File: src/inc/lcd_ext_consts.vh
// Purpose: constants for the extended LCD command block
// Assumes: 100 MHz clock
// Notes:   opcodes, field positions, blink frame counts
`ifndef LCD_EXT_CONSTS_VH
`define LCD_EXT_CONSTS_VH

// ----------------------------------------------------------
// Command codes
// ----------------------------------------------------------
`define CMD_BIT_HI      4'hf
`define CMD_REVERSE     8'hd0
`define CMD_BLINK_TIME  8'h50
`define CMD_AUTO_MOVE   8'h60
`define CMD_FONT_SEL    8'h70

// ----------------------------------------------------------
// Field positions
// ----------------------------------------------------------
`define BIT_SET_POS     3
`define REVERSE_POS     0
`define AUTO_MOVE_POS   0

// ----------------------------------------------------------
// Reset values
// ----------------------------------------------------------
`define BLINK_RST       3'h0
`define FONT_RST        2'h0

// ----------------------------------------------------------
// Blink frame counts per code
// ----------------------------------------------------------
`define BLINK_F0        7'h04
`define BLINK_F1        7'h0f
`define BLINK_F2        7'h1e
`define BLINK_F3        7'h2d
`define BLINK_F4        7'h3c
`define BLINK_F5        7'h4b
`define BLINK_F6        7'h5a
`define BLINK_F7        7'h78

`endif

File: src/hdl/blink_timer.v
// Purpose: frame-based blink phase generator
// Assumes: frameTick is a one-cycle pulse per frame
// Notes:   phase toggles after the coded frame count
`include "lcd_ext_consts.vh"
`default_nettype none
module blink_timer (
   input  wire       clk,
   input  wire       rstn,
   input  wire       frameTick,
   input  wire [2:0] blinkCode,
   output reg        blinkPhase
);
   reg  [6:0] frameCount;
   reg  [6:0] frameLimit;

   // ----------------------------------------------------------
   // Code to frames
   // ----------------------------------------------------------
   always @* begin
      case (blinkCode)
         3'h0:    frameLimit = `BLINK_F0;
         3'h1:    frameLimit = `BLINK_F1;
         3'h2:    frameLimit = `BLINK_F2;
         3'h3:    frameLimit = `BLINK_F3;
         3'h4:    frameLimit = `BLINK_F4;
         3'h5:    frameLimit = `BLINK_F5;
         3'h6:    frameLimit = `BLINK_F6;
         default: frameLimit = `BLINK_F7;
      endcase
   end

   // ----------------------------------------------------------
   // Frame counter
   // ----------------------------------------------------------
   always @(posedge clk) begin
      if (!rstn) begin
         frameCount <= 7'h00;
         blinkPhase <= 1'b0;
      end else if (frameTick) begin
         if (frameCount + 7'h01 >= frameLimit) begin
            frameCount <= 7'h00;
            blinkPhase <= ~blinkPhase;
         end else
            frameCount <= frameCount + 7'h01;
      end
   end
endmodule // blink_timer
`default_nettype wire

File: src/hdl/lcd_ctrl_ext_commands.v
// Purpose: decode and execute extended LCD controller commands
// Assumes: host strobes are synchronous one-cycle pulses
// Notes:   display memory reached by a one-cycle read/write port
`include "lcd_ext_consts.vh"
`default_nettype none
module lcd_ctrl_ext_commands #(
   parameter [1:0] DEFAULT_MAP = 2'h0
) (
   input  wire        clk,
   input  wire        rstn,
   input  wire        cmdWr,
   input  wire        dataWr,
   input  wire [7:0]  dataIn,
   input  wire [15:0] addrPointer,
   input  wire        dataAccessDone,
   input  wire        dataAccessDec,
   input  wire [15:0] cursorLoad,
   input  wire        cursorLoadWr,
   input  wire        frameTick,
   input  wire        pixelIn,
   input  wire [3:0]  attrIn,
   input  wire [7:0]  memRdData,
   output reg  [15:0] memAddr,
   output reg         memRd,
   output reg         memWr,
   output reg  [7:0]  memWrData,
   output reg         busy,
   output reg         screenReverse,
   output reg  [2:0]  blinkCode,
   output reg         cursorAutoMove,
   output reg  [1:0]  fontCode,
   output reg  [1:0]  charMapSel,
   output reg  [15:0] cursorPointer,
   output reg         pixelOut,
   output wire        blinkPhase
);
   localparam [1:0] ST_IDLE  = 2'h0;
   localparam [1:0] ST_READ  = 2'h1;
   localparam [1:0] ST_WRITE = 2'h2;

   reg  [1:0]  state;
   reg  [2:0]  bitIndex;
   reg         bitValue;
   reg  [7:0]  bitMask;
   wire [7:0]  firstParamByte;
   wire        clearParams;
   wire        isBitCmd;

   assign isBitCmd    = (dataIn[7:4] == `CMD_BIT_HI);
   assign clearParams = cmdWr;

   // ----------------------------------------------------------
   // Parameter bytes
   // ----------------------------------------------------------
   param_capture uParams (
      .clk             (clk),
      .rstn            (rstn),
      .dataWr          (dataWr),
      .dataIn          (dataIn),
      .clearParams     (clearParams),
      .firstParamByte  (firstParamByte),
      .secondParamByte (),
      .paramCount      ()
   );

   // ----------------------------------------------------------
   // Blink time base
   // ----------------------------------------------------------
   blink_timer uBlink (
      .clk        (clk),
      .rstn       (rstn),
      .frameTick  (frameTick),
      .blinkCode  (blinkCode),
      .blinkPhase (blinkPhase)
   );

   // ----------------------------------------------------------
   // Setting commands
   // ----------------------------------------------------------
   always @(posedge clk) begin
      if (!rstn) begin
         screenReverse  <= 1'b0;
         blinkCode      <= `BLINK_RST;
         cursorAutoMove <= 1'b0;
         fontCode       <= `FONT_RST;
      end else if (cmdWr && !busy) begin
         case (dataIn)
            `CMD_REVERSE:
               screenReverse <= firstParamByte[`REVERSE_POS];
            `CMD_BLINK_TIME:
               blinkCode <= firstParamByte[2:0];
            `CMD_AUTO_MOVE:
               cursorAutoMove <= firstParamByte[`AUTO_MOVE_POS];
            `CMD_FONT_SEL:
               fontCode <= firstParamByte[1:0];
            default: ;
         endcase
      end
   end

   // ----------------------------------------------------------
   // Character map selection
   // ----------------------------------------------------------
   always @(posedge clk) begin
      if (!rstn)
         charMapSel <= 2'h0;
      else if (fontCode[1])
         charMapSel <= {1'b1, fontCode[0]};
      else
         charMapSel <= DEFAULT_MAP;
   end

   // ----------------------------------------------------------
   // Cursor auto move
   // ----------------------------------------------------------
   always @(posedge clk) begin
      if (!rstn)
         cursorPointer <= 16'h0000;
      else if (cursorLoadWr)
         cursorPointer <= cursorLoad;
      else if (dataAccessDone && cursorAutoMove) begin
         if (dataAccessDec)
            cursorPointer <= cursorPointer - 16'h0001;
         else
            cursorPointer <= cursorPointer + 16'h0001;
      end
   end

   // ----------------------------------------------------------
   // Pixel output
   // ----------------------------------------------------------
   always @(posedge clk) begin
      if (!rstn)
         pixelOut <= 1'b0;
      else if (attrIn[3] && blinkPhase)
         pixelOut <= screenReverse;
      else
         pixelOut <= pixelIn ^ screenReverse;
   end

   // ----------------------------------------------------------
   // Bit set/reset read-modify-write
   // ----------------------------------------------------------
   always @* begin
      bitMask = 8'h01 << bitIndex;
   end

   always @(posedge clk) begin
      if (!rstn) begin
         state     <= ST_IDLE;
         bitIndex  <= 3'h0;
         bitValue  <= 1'b0;
         memAddr   <= 16'h0000;
         memRd     <= 1'b0;
         memWr     <= 1'b0;
         memWrData <= 8'h00;
         busy      <= 1'b0;
      end else begin
         memRd <= 1'b0;
         memWr <= 1'b0;
         case (state)
            ST_IDLE: begin
               if (cmdWr && isBitCmd) begin
                  bitIndex <= dataIn[2:0];
                  bitValue <= dataIn[`BIT_SET_POS];
                  memAddr  <= addrPointer;
                  memRd    <= 1'b1;
                  busy     <= 1'b1;
                  state    <= ST_READ;
               end
            end
            ST_READ: begin
               if (bitValue)
                  memWrData <= memRdData | bitMask;
               else
                  memWrData <= memRdData & ~bitMask;
               memWr <= 1'b1;
               state <= ST_WRITE;
            end
            ST_WRITE: begin
               busy  <= 1'b0;
               state <= ST_IDLE;
            end
            default: state <= ST_IDLE;
         endcase
      end
   end

endmodule // lcd_ctrl_ext_commands
`default_nettype wire

File: src/hdl/param_capture.v
// Purpose: holds the two most recent parameter bytes
// Assumes: one-cycle write strobe, same clock domain
// Notes:   oldest byte is first_param_byte
`default_nettype none
module param_capture (
   input  wire       clk,
   input  wire       rstn,
   input  wire       dataWr,
   input  wire [7:0] dataIn,
   input  wire       clearParams,
   output reg  [7:0] firstParamByte,
   output reg  [7:0] secondParamByte,
   output reg  [1:0] paramCount
);
   // ----------------------------------------------------------
   // Parameter shift
   // ----------------------------------------------------------
   always @(posedge clk) begin
      if (!rstn || clearParams) begin
         firstParamByte  <= 8'h00;
         secondParamByte <= 8'h00;
         paramCount      <= 2'h0;
      end else if (dataWr) begin
         if (paramCount == 2'h0) begin
            firstParamByte <= dataIn;
            paramCount     <= 2'h1;
         end else begin
            if (paramCount == 2'h1)
               secondParamByte <= dataIn;
            else begin
               firstParamByte  <= secondParamByte;
               secondParamByte <= dataIn;
            end
            paramCount <= 2'h2;
         end
      end
   end
endmodule // param_capture
`default_nettype wire

File: config.mk
export PLATFORM = sky130hd
export DESIGN_NAME = lcd_ctrl_ext_commands
export DESIGN_NICKNAME = d
export VERILOG_FILES = /design/src/hdl/blink_timer.v /design/src/hdl/lcd_ctrl_ext_commands.v /design/src/hdl/param_capture.v
export VERILOG_INCLUDE_DIRS = /design/src /design/src/inc
export SDC_FILE = /design/constraint.sdc
export NUM_CORES = 1
export LEC_CHECK = 0
export ABC_AREA = 1
export BUFFER_PORTS_ARGS = -buffer_cell sky130_fd_sc_hd__buf_4
export CAP_MARGIN = 20
export CORE_ASPECT_RATIO = 0.7
export CORE_MARGIN = 10
export CORE_UTILIZATION = 30
export DETAILED_ROUTE_END_ITERATION = 12
export GPL_ROUTABILITY_DRIVEN = 1
export PLACE_DENSITY_LB_ADDON = 0.08
export SLEW_MARGIN = 20
export SYNTH_ARGS = -nofsm -noshare
export SYNTH_HDL_FRONTEND = slang
export SYNTH_SLANG_ARGS = --single-unit
File: constraint.sdc
create_clock -name clk -period 5.7 [get_ports clk]
set_clock_uncertainty 0.2 [all_clocks]
set_input_delay 0 -clock clk [delete_from_list [all_inputs] [get_ports clk]]
set_output_delay 0 -clock clk [all_outputs]
set_load 0.1 [all_outputs]
Word level (Yosys, flattened, before mapping) --
Index checks and enable logic that the tools add are counted.
Storage, ports and cells: register bits after elaboration 75, latch bits 0, bits in writable memories 0, ROM bits 0, input port bits 61, output and inout bits 54, memories kept 0
Operators by class: add/sub/neg operators 3, multiply operators 0, divide/modulo/power cells 0, $lt $le $gt $ge 1, equal/unequal tests 16, shift-type cells 1, multiplexer cells 17, bitwise operators 6, reduce and logical (&&, ||, !) cells 23
Operators with widths (count):
- $pmux W7 S7 | 1
- $mux W16 | 3
- $eq A8 B7 Y1 const B | 3
- $reduce_and A2 Y1 | 11
- $add A16 B1 Y16 const B | 1
- $sub A16 B1 Y16 const B | 1
- $eq A3 B3 Y1 const B | 3
- $and A8 B8 Y8 | 1
- $eq A8 B8 Y1 const B | 1
- $mux W8 | 1
- $not A8 Y8 | 1
- $or A8 B8 Y8 | 1
- $shl A1 B3 Y8 const A | 1
- $add A7 B1 Y7 const B | 1
- $ge A7 B7 Y1 | 1
- $mux W7 | 1
- $eq A3 B2 Y1 const B | 2
- $mux W2 | 3
- $mux W3 | 2
- $eq A2 B1 Y1 const B | 2
- $eq A4 B4 Y1 const B | 1
- $logic_and A1 B1 Y1 | 4
- $logic_not A2 Y1 | 2
- $mux W1 | 4
- other kinds (12) | 15

Longest topological paths before layout --
depth after elaboration 4, gate-level depth with buffers 15, depth with buffers taken out 15

Modules after synthesis --
A second synthesis with hierarchy kept.
Second synthesis, totals: cell total of the unflattened synthesis 700, area, all modules 4730.8 sq um
Modules (own cells, without submodules):
- lcd_ctrl_ext_commands | times used 1, cells each 470, area an instance 3234.4 sq um, seq. area each 1181.1 sq um
- param_capture | times used 1, cells each 130, area an instance 849.6 sq um, seq. area each 360.3 sq um
- blink_timer | times used 1, cells each 100, area an instance 646.9 sq um, seq. area each 160.2 sq um

Worst setup path before layout --
No wires, ideal clock.
path type register to register, start point register blinkCode[2], end point register uBlink.frameCount[6], library setup time 0.065 ns, data arrival time 2.461 ns, data required time 5.435 ns, path slack 2.974 ns, cell stages (with the launch flop) 11, clock period less this slack 2.726 ns, cells stage by stage dfxtp_1 > nand2_1 > nand2_1 > o21ai_0 > ha_1 > a21oi_1 > nor2_1 > nor3b_2 > nand2_1 > o21a_1 > nor2_1
On the way: word-level cells in the longest chain between the ends 4, elaborated cells between the ends (all ways) 10, those cells by class order compare (1); eq/ne (6); mux (2); reduce/logical (1)
Ends and longest elaborated chain:
- from (decl) | line lcd_ctrl_ext_commands.v:29 | output reg [2:0] blinkCode,
- from (signal assigned) | line lcd_ctrl_ext_commands.v:83 | blinkCode <= `BLINK_RST;
- from (signal assigned) | line lcd_ctrl_ext_commands.v:91 | blinkCode <= firstParamByte[2:0];
- $eq A3 B3 Y1, or another cell as far along | line blink_timer.v:20 | case (blinkCode)
- $pmux W7 S7 * | line blink_timer.v:20
- $ge A7 B7 Y1 * | line blink_timer.v:40 | if (frameCount + 7'h01 >= frameLimit) begin
- $mux W7 * | line blink_timer.v:40
- to (signal assigned) | line blink_timer.v:44 | frameCount <= frameCount + 7'h01;
- to (decl) | line blink_timer.v:13 | reg [6:0] frameCount;
Every way passes the cells marked *; elsewhere a longest branch is shown, timed or not. A chain may end at the register's enable or synchronous reset.

Final worst setup path --
start point register uBlink.frameCount[0], end point register uBlink.frameCount[6]
On the way: word-level cells in the longest chain between the ends 3
Ends and longest elaborated chain (line):
- $add A7 B1 Y7 * | blink_timer.v:40, blink_timer.v:44
- $ge A7 B7 Y1 | blink_timer.v:40
- $mux W7 * | blink_timer.v:40
Marks and branches as above.

==> flow_metrics.tcl <==
set metrics [dict create \
    vias_per_cell 4.52 \
    cts.sinks 75 \
    post_cts_buffers 0 \
    ys_seq_elements 75 \
    post_cts_resized 0 \
    grt_pass1_wl_um 22900 \
    cpPeakStageDelay_ps 460 \
    fp.dieW_um 161 \
    finalWeightedCongestion 0.888 \
    yosysMostFrequentCell "nand2_1" \
    synth_common_cells "nand2_1 (145), inv_1 (93), dfxtp_1 (75), nor2_1 (72), a21oi_1 (59)" \
    async_reset_ff_share_pct 0 \
    core_um2 13400 \
    antenna_found_initial 0 \
    drtPass1Iterations 4 \
    clk_latency_ps 330 \
    required_ps 5760 \
    grt_usage_pct 14.3 \
    fin_area_um2 6340 \
    synth_flop_cell "dfxtp_1" \
    final_layout_size_suffix_gt1_share_pct 16.8 \
    finalCritPeriodShare_pct 46.8 \
    htreeDepth 3 \
    synth_cells 620 \
    holdWs_ps 28.5 \
    synth_cell_types 37 \
    layout_min_cycle_time_ps 2670 \
    portBuffers 111 \
    drt_iter0_drc 268 \
    worstSetupPathType "flip-flop to flip-flop" \
    critical_path.cell_chain "ha_1 -> nand3_2 -> nor3_2 -> xor2_1 -> ha_1 -> nand2_1 -> nor2_1 -> nor3b_2 -> nand2_1 -> o21a_1 -> nor2_1" \
    outcome "completed" \
    rsz0062_at_grt "no" \
    setup_tns_ps 0 \
    max-slew-margin-rel_pct 31.3 \
    startpoint "uBlink.frameCount[0]$_SDFFE_PN0P_" \
    area_growth_pct 52.0 \
    power_density_nw_per_um2 226 \
    total_leakage_power_nw 3.15 \
    die_area_um2 19100 \
    place_hpwl_um 10100 \
    dp.cells 901 \
    setup_viol 0 \
    avgSynthCellArea_um2 6.73 \
    wl_per_cell_um 13.8 \
    finalHoldViolations 0 \
    hold_buffers 88 \
    worst_pin_slew_ps 1030 \
    max_freq_mhz 375 \
    r2r_start "uBlink.frameCount[0]$_SDFFE_PN0P_" \
    timing_max_transition_violations_final 0 \
    path_clk_slew_ps 60 \
    netlist_top_cells_area "dfxtp_1 (36%), nand2_1 (13%), inv_1 (8.4%), a21oi_1 (7.1%), ha_1 (6.6%)" \
    ys_warn_count 0 \
    vias 4541 \
    synth_edf_count 0 \
    ant_nets 0 \
    gr-total-overflow 0 \
    crit_cells 11 \
    rows 35 \
    routed_wl_um 13900 \
    placed_area_um2 5170 \
    synth_top_area_share_pct 36.0 \
    critPathTopFamily "simple AND/OR/NAND/NOR gates" \
    cp_max_fo 6 \
    cp.arrival_ps 2730 \
    stdcell_count 1005 \
    hold_depth 4 \
    syn_area_um2 4170 \
    antenna_cells 0 \
    hold_path.class "primary input to flip-flop" \
    nNetsFinal 899 \
    cts_buffers 9 \
    power_w 0.00143 \
    grt_max_degree 37 \
    hold_path_startpoint "cursorLoadWr" \
    cap_violations 0 \
    grt_pass1_vias 4498 \
    yosys.area.top_type "dfxtp_1" \
    clockBufferDepth 2 \
    critical-path-slowest-cell "dfxtp_1" \
    boundaryPins 115 \
    fill_cells 1347 \
    cts_tree "built" \
    start_util_pct 31.1 \
    syn_nets 704 \
    crit_path_start_kind "flip-flop" \
    critPathCaptureType "flip-flop" \
    synth-seq-area-share_pct 36.0 \
    drc 0 \
    cts-root-buf "clkbuf_16" \
    rr_worst_depth 11 \
    die_y_um 119 \
    worstPathBufferInverterCount 0 \
    vdd_drop_max_uv 158 \
]
-- flip-flops by register name (all words and copies together) (netlist names), 2 cells and up --
register and count:
uParams.secondParamByte 3, fontCode 2, uBlink.frameCount 7, memWrData 8, charMapSel 2, state 2
uParams.firstParamByte 3, cursorPointer 16, bitIndex 3, blinkCode 3, memAddr 16, uParams.paramCount 2
-- metrics by stage --
stage / setup slack (ps) / util [%]
detailed placement: 3040 / 38.6
CTS: 3010 / 47.3
global placement: 3090 / 38.6
global route: 2790 / 47.3
floorplan: 2970 / -
finish: 3030 / 47.3
-- layer usage --
metal	GRT usage [%]	part of all wire [%]	vias to the layer above	routed length, µm
met1	19.6	51	2016	7020
met2	21.6	41	120	5760
met3	4.82	7.5	5	1050
met5	0	0	-	0
met4	2.38	0.36	0	50
li1	-	-	2400	-
-- final timing paths --
| check | slack (ps) | to |
|---|---|---|
| hold reg to reg | 260 | uBlink.frameCount[4]$_SDFFE_PN0P_ |
| setup reg to reg | 3030 | uBlink.frameCount[6]$_SDFFE_PN0P_ |
| hold / removal | 30 | cursorPointer[13]$_SDFFE_PN0P_ |
| setup / recovery | 3030 | uBlink.frameCount[6]$_SDFFE_PN0P_ |
-- cells by family (layout without fill, tap and decap cells) --
family | count (synthesis) | in the layout | share of synthesized area, %
and+or+nand+nor | 275 | 275 | 27.9
AOI/OAI and AO/OA | 125 | 125 | 16.5
buffers and inverters | 112 | 312 | 10.4
DFF | 75 | 75 | 36.0
adders and majority gates | 23 | 23 | 7.08
xor gates and xnor gates | 10 | 10 | 2.10
-- report_power, final --
part           internal (W)  leakage (nW)  switching (W)  total [W]
logic              0.000120          2.39       0.000197   0.000317
registers          0.000539         0.609      0.0000125   0.000551
clock network      0.000307         0.144       0.000254   0.000561
-- layout make-up --
type / instances / area (µm²) / area share [%]
tap: 185 / 231 / 3.65
inverter: 97 / 364 / 5.75
sequential: 75 / 1500 / 23.7
timing repair buffer: 199 / 1710 / 27.0
clock inverter: 7 / 63.8 / 1.01
multi-input combinational: 433 / 2240 / 35.3
clock buffer: 9 / 225 / 3.55
-- cells in the final DEF (no fill, tap or decap), drive strengths merged, types with 2 or more instances in the layout --
cell / instances
clkinv: 2
inv: 102
o211ai: 2
a211oi: 2
nand4: 9
buf: 111
nand2: 146
ha: 22
a22o: 7
clkbuf: 9
dfxtp: 75
xor2: 9
a221oi: 2
nor2: 73
dlygate4sd3: 88
o21ai: 43
a21oi: 59
nor3: 13
o21a: 2
nand3: 30
a31oi: 5
or2: 2
-- worst register-to-register path, cell delays in order, from the launching register on --
cell and delay [ps]:
dfxtp_1 460, ha_1 250, nand3_2 120, nor3_2 150, xor2_1 220, ha_1 280
nand2_1 90, nor2_1 50, nor3b_2 310, nand2_1 200, o21a_1 220, nor2_1 70
Power figures use the tool's default switching activity.
